## config.mk

```make
export PLATFORM = sky130hd
export DESIGN_NAME = suspend_cmd_host
export DESIGN_NICKNAME = d
export VERILOG_FILES = /design/src/shared/suspend_cmd_pkg.sv /design/src/verilog/suspend_cmd_host.sv
export SDC_FILE = /design/constraint.sdc
export NUM_CORES = 1
export LEC_CHECK = 0
export BUFFER_PORTS_ARGS = -buffer_cell sky130_fd_sc_hd__buf_2
export CORE_MARGIN = 3
export CORE_UTILIZATION = 50
export DETAILED_ROUTE_END_ITERATION = 16
export PLACE_DENSITY = 0.76
export SLEW_MARGIN = 20
export SYNTH_ARGS = -nofsm -noshare
export SYNTH_HDL_FRONTEND = slang
export SYNTH_SLANG_ARGS = --single-unit
```

## constraint.sdc

```tcl
create_clock -name mclk -period 3 [get_ports mclk]
set_input_delay 0.15 -clock mclk [delete_from_list [all_inputs] [get_ports mclk]]
set_output_delay 0.15 -clock mclk [all_outputs]
set_load 0.01 [all_outputs]
```

## src/shared/suspend_cmd_pkg.sv

```systemverilog
// constants for the host-side erase-suspend command sequencer
package suspend_cmd_pkg;
  localparam int ADDR_W = 12;
  localparam int DATA_W = 8;
  localparam logic [11:0] ADDR_UNLOCK1 = 12'h555;
  localparam logic [11:0] ADDR_UNLOCK2 = 12'h2AA;
  localparam logic [11:0] ADDR_ANY     = 12'h000;
  localparam logic [7:0] CMD_RESET      = 8'hF0;
  localparam logic [7:0] CMD_STATUS     = 8'h70;
  localparam logic [7:0] CMD_STAT_CLR   = 8'h71;
  localparam logic [7:0] CMD_UNLOCK1    = 8'hAA;
  localparam logic [7:0] CMD_UNLOCK2    = 8'h55;
  localparam logic [7:0] CMD_EXIT_ENTRY = 8'h90;
  localparam logic [7:0] CMD_EXIT       = 8'h00;
  localparam logic [7:0] CMD_BIT_WRITE  = 8'hA0;
  localparam logic [7:0] CMD_WORD_CNT   = 8'h03;
  localparam logic [7:0] CMD_SUSPEND    = 8'hB0;
  localparam logic [7:0] CMD_PG_SUSPEND = 8'h51;
  localparam logic [7:0] CMD_RESUME     = 8'h30;
  localparam logic [7:0] CMD_PG_RESUME  = 8'h50;
  localparam int READY_BIT = 7;
  localparam int MAX_WORDS = 256;
  // erase-suspend latency, figure in us, waited only after a reset command
  localparam int CLK_MHZ            = 40;
  localparam int SUSPEND_LATENCY_US = 45;
  localparam int LATENCY_CYC        = SUSPEND_LATENCY_US * CLK_MHZ;
  // host operations
  typedef enum logic [2:0] {
    OP_PROT_SET   = 3'h0,
    OP_PROT_EXIT  = 3'h1,
    OP_SUSPEND    = 3'h2,
    OP_RESUME     = 3'h3,
    OP_STATUS     = 3'h4,
    OP_RESET      = 3'h5,
    OP_STAT_CLR   = 3'h6,
    OP_UNLOCK_RES = 3'h7
  } op_e;
  typedef enum logic [2:0] {
    ST_IDLE  = 3'b000,
    ST_WRITE = 3'b001,
    ST_GAP   = 3'b011,
    ST_READ  = 3'b010,
    ST_WAIT  = 3'b110,
    ST_DONE  = 3'b111
  } state_e;
endpackage

```

## src/verilog/suspend_cmd_host.sv

```systemverilog
// host sequencer issuing erase-suspend sub-mode command cycles to the flash
`timescale 1ns/1ps
module suspend_cmd_host (
  input  wire logic                               mclk,
  input  wire logic                               resetn,
  input  wire logic                               opValid,
  input  wire suspend_cmd_pkg::op_e               opCode,
  input  wire logic [suspend_cmd_pkg::DATA_W-1:0] opArg,
  output logic                                    opReady,
  output logic                                    opDone,
  output logic [suspend_cmd_pkg::DATA_W-1:0]      statusOut,
  output logic [suspend_cmd_pkg::ADDR_W-1:0]      flashAddr,
  output logic [suspend_cmd_pkg::DATA_W-1:0]      flashDout,
  output logic                                    flashDoe,
  output logic                                    flashWeN,
  output logic                                    flashOeN,
  input  wire logic [suspend_cmd_pkg::DATA_W-1:0] flashDin
);
  import suspend_cmd_pkg::*;

  // sequencer state and the held request
  state_e                  state_q, state_d;
  logic [1:0]              step_q, step_d;
  logic [1:0]              last_q, last_d;
  op_e                     op_q, op_d;
  logic [DATA_W-1:0]       arg_q, arg_d;
  // latency countdown; the wait in cycles fits in twelve bits
  logic [11:0]             wait_q, wait_d;
  logic                    readAfter_q, readAfter_d;
  // registered pin and handshake drive
  logic [ADDR_W-1:0]       addr_q, addr_d;
  logic [DATA_W-1:0]       dout_q, dout_d;
  logic                    doe_q, doe_d;
  logic                    weN_q, weN_d;
  logic                    oeN_q, oeN_d;
  logic                    rdy_q, rdy_d;
  logic                    done_q, done_d;
  logic [DATA_W-1:0]       stat_q, stat_d;
  // cycle decode for the current write
  logic [ADDR_W-1:0]       cycAddr;
  logic [DATA_W-1:0]       cycData;

  // address and data of write cycle number step for the held operation
  always_comb begin
    // writes that need no unlock address go to offset zero
    cycAddr = ADDR_ANY;
    cycData = CMD_RESET;
    unique case (op_q)
      OP_PROT_SET: cycData = CMD_BIT_WRITE;
      OP_PROT_EXIT: cycData = (step_q == 2'd0) ? CMD_EXIT_ENTRY : CMD_EXIT;
      OP_SUSPEND: cycData = arg_q[0] ? CMD_PG_SUSPEND : CMD_SUSPEND;
      OP_RESUME: cycData = arg_q[0] ? CMD_PG_RESUME : CMD_RESUME;
      OP_STATUS: begin
        cycAddr = ADDR_UNLOCK1;
        cycData = CMD_STATUS;
      end
      OP_RESET: cycData = CMD_RESET;
      OP_STAT_CLR: begin
        cycAddr = ADDR_UNLOCK1;
        cycData = CMD_STAT_CLR;
      end
      OP_UNLOCK_RES: begin
        if (step_q == 2'd0) begin
          cycAddr = ADDR_UNLOCK1;
          cycData = CMD_UNLOCK1;
        end else if (step_q == 2'd1) begin
          cycAddr = ADDR_UNLOCK2;
          cycData = CMD_UNLOCK2;
        end else begin
          // third write is the resume itself
          cycData = arg_q[0] ? CMD_PG_RESUME : CMD_RESUME;
        end
      end
    endcase
  end

  // sequencer next state; each write is one cycle of we low, one gap cycle
  always_comb begin
    state_d     = state_q;
    step_d      = step_q;
    last_d      = last_q;
    op_d        = op_q;
    arg_d       = arg_q;
    wait_d      = wait_q;
    readAfter_d = readAfter_q;
    addr_d      = addr_q;
    dout_d      = dout_q;
    doe_d       = 1'b0;
    weN_d       = 1'b1;
    oeN_d       = 1'b1;
    rdy_d       = 1'b0;
    done_d      = 1'b0;
    stat_d      = stat_q;

    // strobes default inactive, so every state not driving them releases them
    unique case (state_q)
      // idle: offer ready and latch the request on the taking edge
      ST_IDLE: begin
        // buffered loads are never issued, so count and sector checks stay with the device
        rdy_d = 1'b1;
        if (opValid && rdy_q) begin
          // request taken; ready drops at once so nothing is queued
          rdy_d       = 1'b0;
          op_d        = opCode;
          arg_d       = opArg;
          step_d      = 2'd0;
          last_d      = (opCode == OP_UNLOCK_RES) ? 2'd2 :
                        (opCode == OP_PROT_EXIT) ? 2'd1 : 2'd0;
          readAfter_d = (opCode == OP_STATUS) || (opCode == OP_SUSPEND);
          state_d     = ST_WRITE;
        end
      end
      // one cycle of write strobe with the data driven
      ST_WRITE: begin
        // address and data come from the cycle decode above
        addr_d  = cycAddr;
        dout_d  = cycData;
        doe_d   = 1'b1;
        weN_d   = 1'b0;
        state_d = ST_GAP;
      end
      // gap cycle: next write, a read, or wind-up
      ST_GAP: begin
        if (step_q != last_q) begin
          // more writes of a multi-write sequence
          step_d  = step_q + 2'd1;
          state_d = ST_WRITE;
        end else if (readAfter_q) begin
          // data bus is released on the same edge as the read strobe falls
          oeN_d   = 1'b0;
          state_d = ST_READ;
        end else begin
          // after a reset command, wait out the latency before done; other writes finish now
          wait_d  = LATENCY_CYC[11:0];
          state_d = (op_q == OP_RESET) ? ST_WAIT : ST_DONE;
        end
      end
      ST_READ: begin
        // poll status until ready while suspend is pending
        stat_d = flashDin;
        if (op_q == OP_SUSPEND && !flashDin[READY_BIT]) begin
          // still busy: keep the read strobe low and sample again
          oeN_d   = 1'b0;
          state_d = ST_READ;
        end else begin
          // single status read, or the poll has seen ready
          state_d = ST_DONE;
        end
      end
      // count the latency down to zero inclusive
      ST_WAIT: begin
        wait_d = wait_q - 12'd1;
        if (wait_q == 12'd0) begin
          state_d = ST_DONE;
        end
      end
      // one-cycle done pulse; ready returns a cycle later
      ST_DONE: begin
        done_d  = 1'b1;
        state_d = ST_IDLE;
      end
      // unused codes fall back to idle
      default: state_d = ST_IDLE;
    endcase
  end

  // registers; all outputs come from these flops
  always_ff @(posedge mclk or negedge resetn) begin
    if (!resetn) begin
      // idle levels: strobes high, data bus released
      state_q     <= ST_IDLE;
      step_q      <= 2'd0;
      last_q      <= 2'd0;
      op_q        <= OP_RESET;
      arg_q       <= 8'h00;
      wait_q      <= 12'h000;
      readAfter_q <= 1'b0;
      addr_q      <= 12'h000;
      dout_q      <= 8'h00;
      doe_q       <= 1'b0;
      weN_q       <= 1'b1;
      oeN_q       <= 1'b1;
      rdy_q       <= 1'b0;
      done_q      <= 1'b0;
      stat_q      <= 8'h00;
    end else begin
      // every register follows its next value
      state_q     <= state_d;
      step_q      <= step_d;
      last_q      <= last_d;
      op_q        <= op_d;
      arg_q       <= arg_d;
      wait_q      <= wait_d;
      readAfter_q <= readAfter_d;
      addr_q      <= addr_d;
      dout_q      <= dout_d;
      doe_q       <= doe_d;
      weN_q       <= weN_d;
      oeN_q       <= oeN_d;
      rdy_q       <= rdy_d;
      done_q      <= done_d;
      stat_q      <= stat_d;
    end
  end

  // request handshake and status
  assign opReady   = rdy_q;
  assign opDone    = done_q;
  assign statusOut = stat_q;

  // flash pin drive
  assign flashAddr = addr_q;
  assign flashDout = dout_q;
  assign flashDoe  = doe_q;
  assign flashWeN  = weN_q;
  assign flashOeN  = oeN_q;
endmodule

```

== Word-level counts from Yosys, hierarchy flattened ==
Index checks and enable logic that the tools add are counted.
Storage, ports and cells
  bits in registers: 57
  output and inout port bits: 33
  bits of input ports: 22
Cells by class
  $add $sub $neg: 2
  reductions and logical operators: 15
  equality and inequality tests: 23
  muxes and demuxes: 33
Operator list (count)
  one-hot mux 8 bit (8 select lines): 1
  == test 3 bit, second input constant: 8
  two-way mux 12 bit: 2
  two-way mux 8 bit: 3
  one-hot mux 12 bit (2 select lines): 1
  one-hot mux 11 bit (2 select lines): 1
  == test 3 x 2 -> 1 bit, second input constant: 5
  two-way mux 3 bit: 5
  one-hot mux 3 bit (5 select lines): 1
  two-way mux 7 bit: 2
  logical NOT 12 bit: 1
  subtractor 12 x 1 -> 12 bit, second input constant: 1
  two-way mux 11 bit: 1
  two-way mux 1 bit: 10
  two-way mux 10 bit: 1
  inequality test 2 bit, second input constant: 5
  == test 3 x 1 -> 1 bit, second input constant: 3
  logical NOT 3 bit: 2
  two-way mux 2 bit: 3
  AND reduction 3 bit: 2
  one-hot mux 2 bit (2 select lines): 1
  AND reduction 2 bit: 2
  nonzero test 2 bit: 2
  adder 2 x 1 -> 2 bit, second input constant: 1
  8 further kinds: 9

== Depth between registers and ports, before layout ==
Gate-level depths: netlist of run 1.
  depth after elaboration: 5
  gate-level depth with buffers: 6

== Least setup slack after synthesis of run 1 ==
Ideal clock, no wire load.
  kind: reg-to-reg
  from: register wait_q[6]
  to: register state_q[0]
  cell stages (with the launch flop): 5
  data required time: 2.906 ns
  clock period less this slack: 2.083 ns
  setup slack: 0.917 ns
  buffers on the path: 0
  data arrival time: 1.989 ns
  cells stage by stage: dfrtp_1 > or4_4 > or3_4 > or4_4 > a221oi_2
On the way
  word-level cells in the longest chain between the ends: 3
Ends and longest elaborated chain
  start: declaration: line suspend_cmd_host.sv:28  | logic [11:0] wait_q, wait_d;
  start signal: assignment: line suspend_cmd_host.sv:193  | wait_q <= wait_d;
  logical NOT 12 bit: line suspend_cmd_host.sv:153  | if (wait_q == 12'd0) begin
  inequality test 2 bit (no line)
  AND reduction 2 bit (no line)
  end signal: assignment: line suspend_cmd_host.sv:188  | state_q <= state_d;
  end: declaration: line suspend_cmd_host.sv:22  | state_e state_q, state_d;
Every way passes these cells.
A chain may end at the register's enable or synchronous reset.

== Worst setup path in the final report of run 1 ==
Same ends and word-level chain as after synthesis.

==> impl_metrics.csv, run 1 <==
group,metric,value,unit
run_status,status,"completed",
synthesis,syn_area,2241,um2
cells_and_area,nFillCells,368,
die,rows,23,
worst_setup_path,critPathCaptureType,"flip-flop",
synthesis,ys_ff_latch,46,
timing,setup_tns,0,ns
cells_and_area,layout-drive-gt1-share,0.2791,
synthesis,ys_top_cells_by_count,"dfrtp_1, nand2_1, nor2_1, buf_4, mux2_2",
placed_design,dp_hpwl,2851,um
timing,finalSetupViolCount,0,
clock_network,cts_setup_buffers,0,
synthesis,synth_top_area_share,0.4690,
synthesis,yosysSeqAreaShare,0.5159,
die,die_w,72.95,um
routing,drtIter0Drc,53,
routing,first_pass_iters,4,
timing,post-route-min-period,2.177,ns
timing,hold_viol_final,0,
worst_setup_path,cp.arrival,2.38,ns
die,dieArea,5321,um2
timing,skew,0.008330,ns
power,p_seq_frac,0.450,
placed_design,portBuffers,46,
synthesis,avgSynthCellArea,10.00,um2
global_routing,grt_pass1_vias,1533,
synthesis,synth-edff-count,0,
timing,rsz0062_at_grt,"false",
clock_network,cts_buffer_depth,2,
global_routing,gr-total-overflow,0,
die,core-area,4173,um2
clock_network,cts.reportedPaths.clkPinSlew,0.08,ns
hold_path,min_path_type,"in -> async",
worst_setup_path,worstPathMaxFanout,5,
power,switchingPower,985.2,uW
cells_and_area,antennaDiodeCount,0,
routing,drc,0,
worst_setup_path,cp-startpoint,"wait_q[6]",
synthesis,synth_most_common_cell,"dfrtp_1",
clock_network,postCtsHoldBufs,0,
power,netSwitchingFraction,0.3811,
placed_design,place_congestion,0.8121,
timing,slew_violations,0,
clock_network,clock_latency,0.29,ns
power,internal_power,1.600,mW
timing,fin_crit_sh,0.7257,
job,maxCapViolations,0,
clock_network,cts_sinks,46,
die,start_util,0.5370,
global_routing,grt_max_degree,47,
cells_and_area,fin_cells,308,
worst_setup_path,crit_required,3.21,ns
routing,drt-total-wl,3962,um
timing,relSlewSlack,0.3366,
global_routing,grt_util_all_layers,0.1671,
worst_setup_path,slowest_delay,0.54,ns
worst_setup_path,crit_family,"simple AND/OR/NAND/NOR gates",
power,ir_drop,0.5499,mV
power,clkPwrFrac,0.173,
power,p_leak,1.216,nW
worst_setup_path,startpoint_type,"flip-flop",
clock_network,ctsResizeCount,0,
clock_network,cts_tree,"built",
synthesis,yosysTopAreaCell,"dfrtp_1",
timing,fmax,459.3,MHz
worst_setup_path,r2r-start,"wait_q[6]",
routing,via_per_inst,5.211,
worst_setup_path,crit_path_cell_trace,"or4_4 -> or3_4 -> or4_4 -> a221oi_2",
die,die_h,72.95,um
clock_network,htree_num_levels,2,
cells_and_area,nets,283,
timing,fin_hold_ws,0.01269,ns
routing,via_count,1605,
worst_setup_path,cp_slowest_cell,"or4_4",
synthesis,synth.area.top_cells,"dfrtp_1, nand2_1, mux2_2, dfstp_2, buf_4",
routing,wire_per_inst,12.86,um
synthesis,synth_flop_cell,"dfrtp_1",
power,p_per_area,1024,nW/um2
global_routing,grt_pass1_wl,6989,um
synthesis,syn_nets,250,
die,io_pins,55,
clock_network,numCtsBuffers,5,
placed_design,dpl.cell_count,300,
synthesis,synth_cells,224,
synthesis,synthArstFlopShare,1.000,
synthesis,yosysWarnings,0,
cells_and_area,final_util,0.6048,
routing,final_antenna_net_count,0,
power,combPwrFrac,0.378,
global_routing,antenna_found_initial,0,
timing,worst_pin_slew,0.9951,ns
cells_and_area,areaGrowthSynthToFinish,12.62,%
clock_network,ctsRootBufferMaster,"clkbuf_8",
worst_setup_path,worstSetupPathType,"reg -> reg",
synthesis,synth_cell_type_count,42,
worst_setup_path,cp_common_cell,"or4_4",
worst_setup_path,crit_buf_inv,0,
power,total_power,2.585,mW
power by group through the flow:
stage               sequential, mW  combinational, mW  clock, mW
floorplan                     1.12              0.765          0
global placement              1.16              0.957          0
detailed placement            1.17              0.987          0
CTS                           1.16              0.991      0.459
global route                  1.21               1.12      0.476
finish                        1.16              0.976      0.447
sequential cells by signal, indices dropped and copies added, names as in the netlist, 2 cells and up:
| name | cells |
|---|---|
| wait_q | 12 |
| statusOut | 8 |
| flashDout | 7 |
| op_q | 3 |
| state_q | 3 |
| flashAddr | 2 |
| last_q | 2 |
| step_q | 2 |
cell usage in the layout (no fill, tap or decap), types with 2 or more instances in the layout:
cell and n:
buf_2 46, dfrtp_1 42, nand2_1 41, nor2_1 15, mux2_2 10, xnor2_1 9, nor3_1 8, o21ai_0 8
inv_1 6, nand3_1 6, a21oi_1 6, clkbuf_8 5, o31ai_1 4, ha_1 4, dfstp_2 4, nor2b_1 3
a21o_1 3, nand2b_1 2, a21boi_0 2, and3_1 2, mux2i_1 2, or4_4 2, or3_1 2, a211oi_1 2
o311ai_0 2, nor4_1 2, xor2_1 2, clkbuf_1 2
final timing paths:
check | end | slack (ns) | cells after the start
min in group mclk | arg_q[0] | 0.05 | 3
worst min-delay path | statusOut[1] | 0.01 | 1
max in group asynchronous | flashDoe | 2.36 | 1
worst max-delay path | state_q[0] | 0.82 | 4
worst min register to register | flashDout[2] | 0.48 | 1
worst max register to register | state_q[0] | 0.82 | 4
stage by stage:
stage          setup WS (ns)  area (um2)
2_1_floorplan         0.9171        2241
3_3_place_gp          0.8708        2417
4_1_cts               0.8150        2524
5_1_grt               0.7610        2524
6_report              0.8229        2524
3_5_place_dp          0.8354        2417
cells by family (layout without fill, tap and decap cells):
group	Yosys count	in the layout	synth area share
compound gates	33	33	0.1016
xor+xnor	11	11	0.04300
fa+ha+maj	4	4	0.02233
buf+inv	26	60	0.06198
flops	46	46	0.5159
mux	12	12	0.05919
other cells	1	1	0.001673
simple gates	91	91	0.1943
worst reg2reg max path, stage by stage, from the launching register on:
cell and delay [ns]:
dfrtp_1 0.43, or4_4 0.54, or3_4 0.35, or4_4 0.49, a221oi_2 0.28
layer usage:
metal	wire, um	vias to the layer above	track usage	share of wire
li1	-	825	-	-
met1	1946	741	0.2369	0.49
met2	1800	34	0.2585	0.45
met3	189	5	0.04132	0.048
met4	26	0	0.04303	0.0066
met5	0	-	0	0
cell type report:
cell class                      count  area (um2)  share of cell area
Tap cell                           50       62.56             0.02479
Inverter                            6       22.52            0.008924
Sequential cell                    46        1156              0.4581
Clock buffer                        7       76.32             0.03024
Clock inverter                      1       30.03             0.01190
Multi-Input combinational cell    152       945.9              0.3748
Timing Repair Buffer               46       230.2             0.09122
Note: power is estimated with default switching activity, not from simulation.
==> inputs of run 2 (changes only) <==
ABC_AREA = 1   (was unset)
CORE_UTILIZATION = 48   (was 50)
PLACE_DENSITY = 0.75   (was 0.76)
clock period = 1.89 ns   (was 3 ns; I/O delays follow)
==> impl_metrics.csv, run 2 <==
group,metric,value,unit
run_status,status,"completed",
synthesis,yosysTopAreaCell,"dfrtp_1",
die,rows,25,
worst_setup_path,cp.arrival,1.69,ns
placed_design,dpl.cell_count,394,
cells_and_area,fin_cells,406,
timing,finalSetupViolCount,0,
worst_setup_path,worstPathMaxFanout,13,
power,switchingPower,1.874,mW
worst_setup_path,worstSetupPathType,"reg -> reg",
clock_network,clock_latency,0.29,ns
timing,post-route-min-period,1.507,ns
timing,rsz0062_at_grt,"false",
die,io_pins,55,
cells_and_area,layout-drive-gt1-share,0.2301,
worst_setup_path,cp_slowest_cell,"dfrtp_1",
clock_network,htree_num_levels,2,
routing,wire_per_inst,10.95,um
global_routing,antenna_found_initial,0,
cells_and_area,areaGrowthSynthToFinish,14.79,%
worst_setup_path,reg2reg_slack,0.38,ns
synthesis,syn_area,2386,um2
die,core-area,4755,um2
cells_and_area,largest_reg_flops,12,
global_routing,grt_max_degree,47,
worst_setup_path,startpoint_type,"flip-flop",
clock_network,cts_tree,"built",
synthesis,yosysWarnings,0,
synthesis,synth_cell_type_count,34,
routing,drt-total-wl,4447,um
clock_network,cts_buffer_depth,2,
routing,via_count,1913,
synthesis,ys_ff_latch,46,
power,p_leak,1.448,nW
cells_and_area,seq_area,1156,um2
cells_and_area,nets,365,
global_routing,gr-total-overflow,0,
routing,first_pass_iters,4,
worst_setup_path,crit_required,2.08,ns
die,start_util,0.5018,
power,ir_drop,0.5048,mV
routing,drc,0,
power,netSwitchingFraction,0.4357,
die,die_h,76.51,um
power,combPwrFrac,0.465,
placed_design,place_congestion,0.8520,
synthesis,synth_cells,293,
synthesis,synth_most_common_cell,"nand2_1",
power,p_per_area,1571,nW/um2
routing,final_antenna_net_count,0,
routing,via_per_inst,4.712,
power,p_seq_frac,0.406,
die,die_w,76.51,um
hold_path,min_path_type,"in -> reg",
cells_and_area,final_cell_mix,"nand2_1, buf_2, dfrtp_1",
cells_and_area,multi_input_area,996.0,um2
placed_design,portBuffers,46,
job,maxCapViolations,0,
timing,fmax,663.6,MHz
cells_and_area,final_common_cell,"nand2_1",
clock_network,ctsRootBufferMaster,"clkbuf_8",
worst_setup_path,crit_path_cell_trace,"nor2_1 -> nand2_1 -> nor2_4 -> inv_1 -> nand2_1 -> nand3_1 -> o21ai_0",
clock_network,numCtsBuffers,5,
clock_network,cts_sinks,46,
placed_design,dp_hpwl,3310,um
power,clkPwrFrac,0.129,
cells_and_area,nFillCells,454,
worst_setup_path,critPathCaptureType,"flip-flop",
timing,hold_viol_final,0,
power,internal_power,2.428,mW
worst_setup_path,cp_common_cell,"nand2_1",
global_routing,grt_util_all_layers,0.1703,
global_routing,grt_pass1_vias,1870,
synthesis,ys_top_cells_by_count,"nand2_1, dfrtp_1, nand3_1, nor2_1, inv_1",
synthesis,synth_flop_cell,"dfrtp_1",
synthesis,yosysSeqAreaShare,0.4845,
global_routing,grt_pass1_wl,8217,um
worst_setup_path,slowest_delay,0.46,ns
timing,slew_violations,0,
timing,setup_tns,0,ns
clock_network,cts.reportedPaths.clkPinSlew,0.08,ns
die,dieArea,5853,um2
routing,drtIter0Drc,113,
power,total_power,4.302,mW
synthesis,syn_nets,319,
timing,skew,0.005786,ns
synthesis,synthArstFlopShare,1.000,
timing,fin_crit_sh,0.7974,
synthesis,synth-edff-count,0,
synthesis,synth_top_area_share,0.4405,
synthesis,avgSynthCellArea,8.143,um2
synthesis,synth.area.top_cells,"dfrtp_1, nand2_1, nand3_1, dfstp_2, nor2_1",
cells_and_area,top_register,"wait_q",
cells_and_area,antennaDiodeCount,0,
[run 2: cell types whose count changed in the layout (fill, tap and decap cells not counted), moves of 4 or more]
cell / before / now
nand2_1: 41 / 89
nand3_1: 6 / 33
inv_1: 6 / 25
nor2_1: 15 / 27
mux2_2: 10 / 0
o21ai_0: 8 / 17
xnor2_1: 9 / 1
nor3_1: 8 / 2
dlygate4sd3_1: 0 / 5
nor2_4: 0 / 4
[run 2: metal layers]
layer  vias up  wire length [um]  GRT usage
li1       1016                 -          -
met1       838              2182     0.2263
met2        52              1989     0.2733
met3         7               237    0.04374
met4         0                38    0.05435
met5         -                 0          0
[run 2: repair_timing]
item | 4_1_cts | 5_1_grt
endpoints found under the hold margin | 45 | 1
resized for setup | 0 | 0
setup buffers | 0 | 0
hold buffers | 4 | 1
[run 2: path summary, 6_finish.rpt]
kind | start | end | cells past startpoint
min in group asynchronous | resetn | statusOut[0] | 3
max in group asynchronous | resetn | op_q[2] | 3
max | state_q[2] | step_q[1] | 7
min reg2reg | statusOut[1] | statusOut[1] | 2
min | flashDin[4] | statusOut[4] | 3
max reg2reg | state_q[2] | step_q[1] | 7
[run 2: logic make-up (layout without fill, tap and decap cells)]
group / after synthesis / count (layout) / synth area share
and+or+nand+nor: 166 / 166 / 0.3104
DFF: 46 / 46 / 0.4845
buffers and inverters: 43 / 89 / 0.09806
AOI/OAI and AO/OA: 31 / 31 / 0.07394
adders and majority gates: 4 / 4 / 0.02098
xor gates and xnor gates: 2 / 2 / 0.01049
other: 1 / 1 / 0.001572
[run 2: per-stage QoR]
stage	util	hold slack [ns]	setup slack [ns]	instance area [um2]
detailed placement	0.5489	0.09299	0.4220	2610
floorplan	-	-0.2011	0.5803	2386
global placement	0.5489	0.09072	0.4432	2610
global route	0.5761	0.01930	0.2049	2739
finish	0.5761	0.006739	0.3830	2739
CTS	0.5739	0.002069	0.4013	2729
[run 2: worst max-delay path, delay by kind of cell (launching register included)]
| kind | cells | cell delay [ns] |
|---|---|---|
| compound gates | 1 | 0.12 |
| buf+inv | 1 | 0.09 |
| flops | 1 | 0.46 |
| simple gates | 5 | 0.74 |
[run 2: power by group through the flow]
stage / clock (mW) / sequential (mW) / combinational [mW]
6_report: 0.554 / 1.75 / 2.00
4_1_cts: 0.580 / 1.75 / 2.02
5_1_grt: 0.615 / 1.82 / 2.30
3_3_place_gp: 0 / 1.75 / 1.96
3_5_place_dp: 0 / 1.76 / 2.01
2_1_floorplan: 0 / 1.82 / 1.44
[run 2: final cells by class]
class / instances / share of cell area
flip-flops and latches: 46 / 0.4221
multi-input cells: 204 / 0.3636
repair buffers: 55 / 0.1179
inverters: 27 / 0.03700
well taps: 67 / 0.03061
clock buffers: 5 / 0.02513
clock inverters: 2 / 0.003655
==> inputs of run 3 (changes only) <==
CORE_UTILIZATION = 50   (was 48)
clock period = 1.42 ns   (was 1.89 ns; I/O delays follow)
==> impl_metrics.csv, run 3 (synthesized netlist as in run 2, its figures left out) <==
group,metric,value,unit
cells_and_area,areaGrowthSynthToFinish,23.28,%
timing,hold_viol_final,0,
cells_and_area,multi_input_area,1035,um2
die,start_util,0.5333,
routing,drt-total-wl,4984,um
timing,setup_tns,0,ns
placed_design,place_congestion,0.9789,
worst_setup_path,worstSetupPathType,"reg -> reg",
hold_path,min_path_type,"in -> reg",
die,dieArea,5637,um2
timing,finalSetupViolCount,0,
cells_and_area,final_cell_mix,"nand2_1, buf_2, dfrtp_1",
die,core-area,4474,um2
run_status,status,"completed",
cells_and_area,largest_reg_flops,12,
worst_setup_path,ff2ff_path_depth,8,
die,die_w,75.08,um
routing,via_count,2103,
job,maxCapViolations,0,
cells_and_area,final_common_cell,"nand2_1",
die,die_h,75.08,um
worst_setup_path,cp_slowest_cell,"dfrtp_1",
worst_setup_path,crit_buf_inv,3,
worst_setup_path,path_depth,8,
routing,first_pass_iters,4,
die,io_pins,55,
clock_network,htree_num_levels,2,
global_routing,gr-total-overflow,0,
routing,drtIter0Drc,106,
worst_setup_path,r2r-start,"state_q[1]",
worst_setup_path,crit_required,1.60,ns
routing,drc,0,
cells_and_area,nets,381,
worst_setup_path,crit_end,"wait_q[3]",
global_routing,grt_pass1_vias,1909,
worst_setup_path,reg2reg_slack,0.06,ns
cells_and_area,seq_area,1157,um2
worst_setup_path,critPathCaptureType,"flip-flop",
clock_network,ctsRootBufferMaster,"clkbuf_8",
worst_setup_path,crit_family,"flip-flops",
global_routing,antenna_found_initial,0,
timing,skew,0.005771,ns
cells_and_area,top_register,"wait_q",
worst_setup_path,slowest_delay,0.41,ns
cells_and_area,nFillCells,365,
clock_network,cts_tree,"built",
cells_and_area,layout-drive-gt1-share,0.2930,
power,ir_drop,0.6938,mV
routing,wire_per_inst,12.25,um
cells_and_area,antennaDiodeCount,0,
power,total_power,6.395,mW
clock_network,cts_buffer_depth,2,
clock_network,numCtsBuffers,5,
worst_setup_path,cp-startpoint,"state_q[1]",
placed_design,portBuffers,46,
worst_setup_path,startpoint_type,"flip-flop",
clock_network,cts_sinks,46,
power,p_per_area,2174,nW/um2
power,p_leak,1.541,nW
worst_setup_path,r2r-end,"wait_q[3]",
timing,rsz0062_at_grt,"true",
clock_network,cts.reportedPaths.clkPinSlew,0.08,ns
die,rows,24,
global_routing,grt_util_all_layers,0.1877,
worst_setup_path,worstPathMaxFanout,14,
clock_network,clock_latency,0.30,ns
placed_design,dp_hpwl,3643,um
worst_setup_path,cp.arrival,1.54,ns
timing,slew_violations,0,
routing,via_per_inst,5.167,
routing,final_antenna_net_count,0,
worst_setup_path,crit_path_cell_trace,"buf_6 -> nand2_2 -> nor2_2 -> inv_1 -> buf_4 -> nor2_4 -> xnor2_1 -> nand2_1",
timing,fin_crit_sh,0.9602,
timing,fmax,733.4,MHz
timing,post-route-min-period,1.363,ns
clock_network,cts_setup_buffers,0,
global_routing,grt_max_degree,27,
global_routing,grt_pass1_wl,8162,um
[run 3: layout make-up]
type,count,share of cell area
clock inverters,1,0.01021
repair buffers,71,0.1599
well taps,52,0.02212
clock buffers,6,0.02807
inverters,27,0.03445
flip-flops and latches,46,0.3934
multi-input cells,204,0.3518
[run 3: tightest hold or removal path: cells and delay by family]
family,cells,cell delay (ns)
and+or+nand+nor,1,0.05
buffers and inverters,1,0.11
AOI/OAI and AO/OA,1,0.06
[run 3: power breakdown]
part	internal [mW]	switching, mW
clock network	0.563	0.412
logic	1.24	1.85
registers	1.90	0.428
[run 3: through the flow]
stage          std cells  instance area, um2  hold WS [ns]  worst slack (ns)    util
2_1_floorplan        293                2386       -0.2246            0.1103       -
3_3_place_gp         392                2701       0.05761           0.09400  0.6037
3_5_place_dp         392                2701       0.05793           0.06863  0.6037
4_1_cts              407                2894      0.007573           0.03383  0.6468
5_1_grt              407                2942       0.01624          -0.05064  0.6574
6_report             407                2942      0.006521           0.05650  0.6574
[run 3: timing repair]
| item | 4_1_cts | 5_1_grt |
|---|---|---|
| hold endpoints to repair | 25 | 0 |
| endpoints found under the setup margin | 0 | 23 |
| gates resized for setup | 0 | 18 |
| hold buffers | 8 | 0 |
[run 3: how the worst min path moves through the flow]
stage	start	to	slack, ns	cells after the start
3_3_place_gp	resetn	flashDoe	0.06	1
4_1_cts	opCode[2]	op_q[2]	0.008	3
5_1_grt	flashDin[6]	statusOut[6]	0.02	3
3_5_place_dp	resetn	flashDoe	0.06	1
2_1_floorplan	resetn	arg_q[0]	-0.22	0
6_report	opCode[2]	op_q[2]	0.007	3
[run 3: per-layer routing]
layer | share of wire | track usage | up-vias
li1 | - | - | 1051
met1 | 0.47 | 0.2430 | 980
met2 | 0.46 | 0.3114 | 65
met3 | 0.058 | 0.04139 | 7
met4 | 0.013 | 0.06324 | 0
met5 | 0 | 0 | -
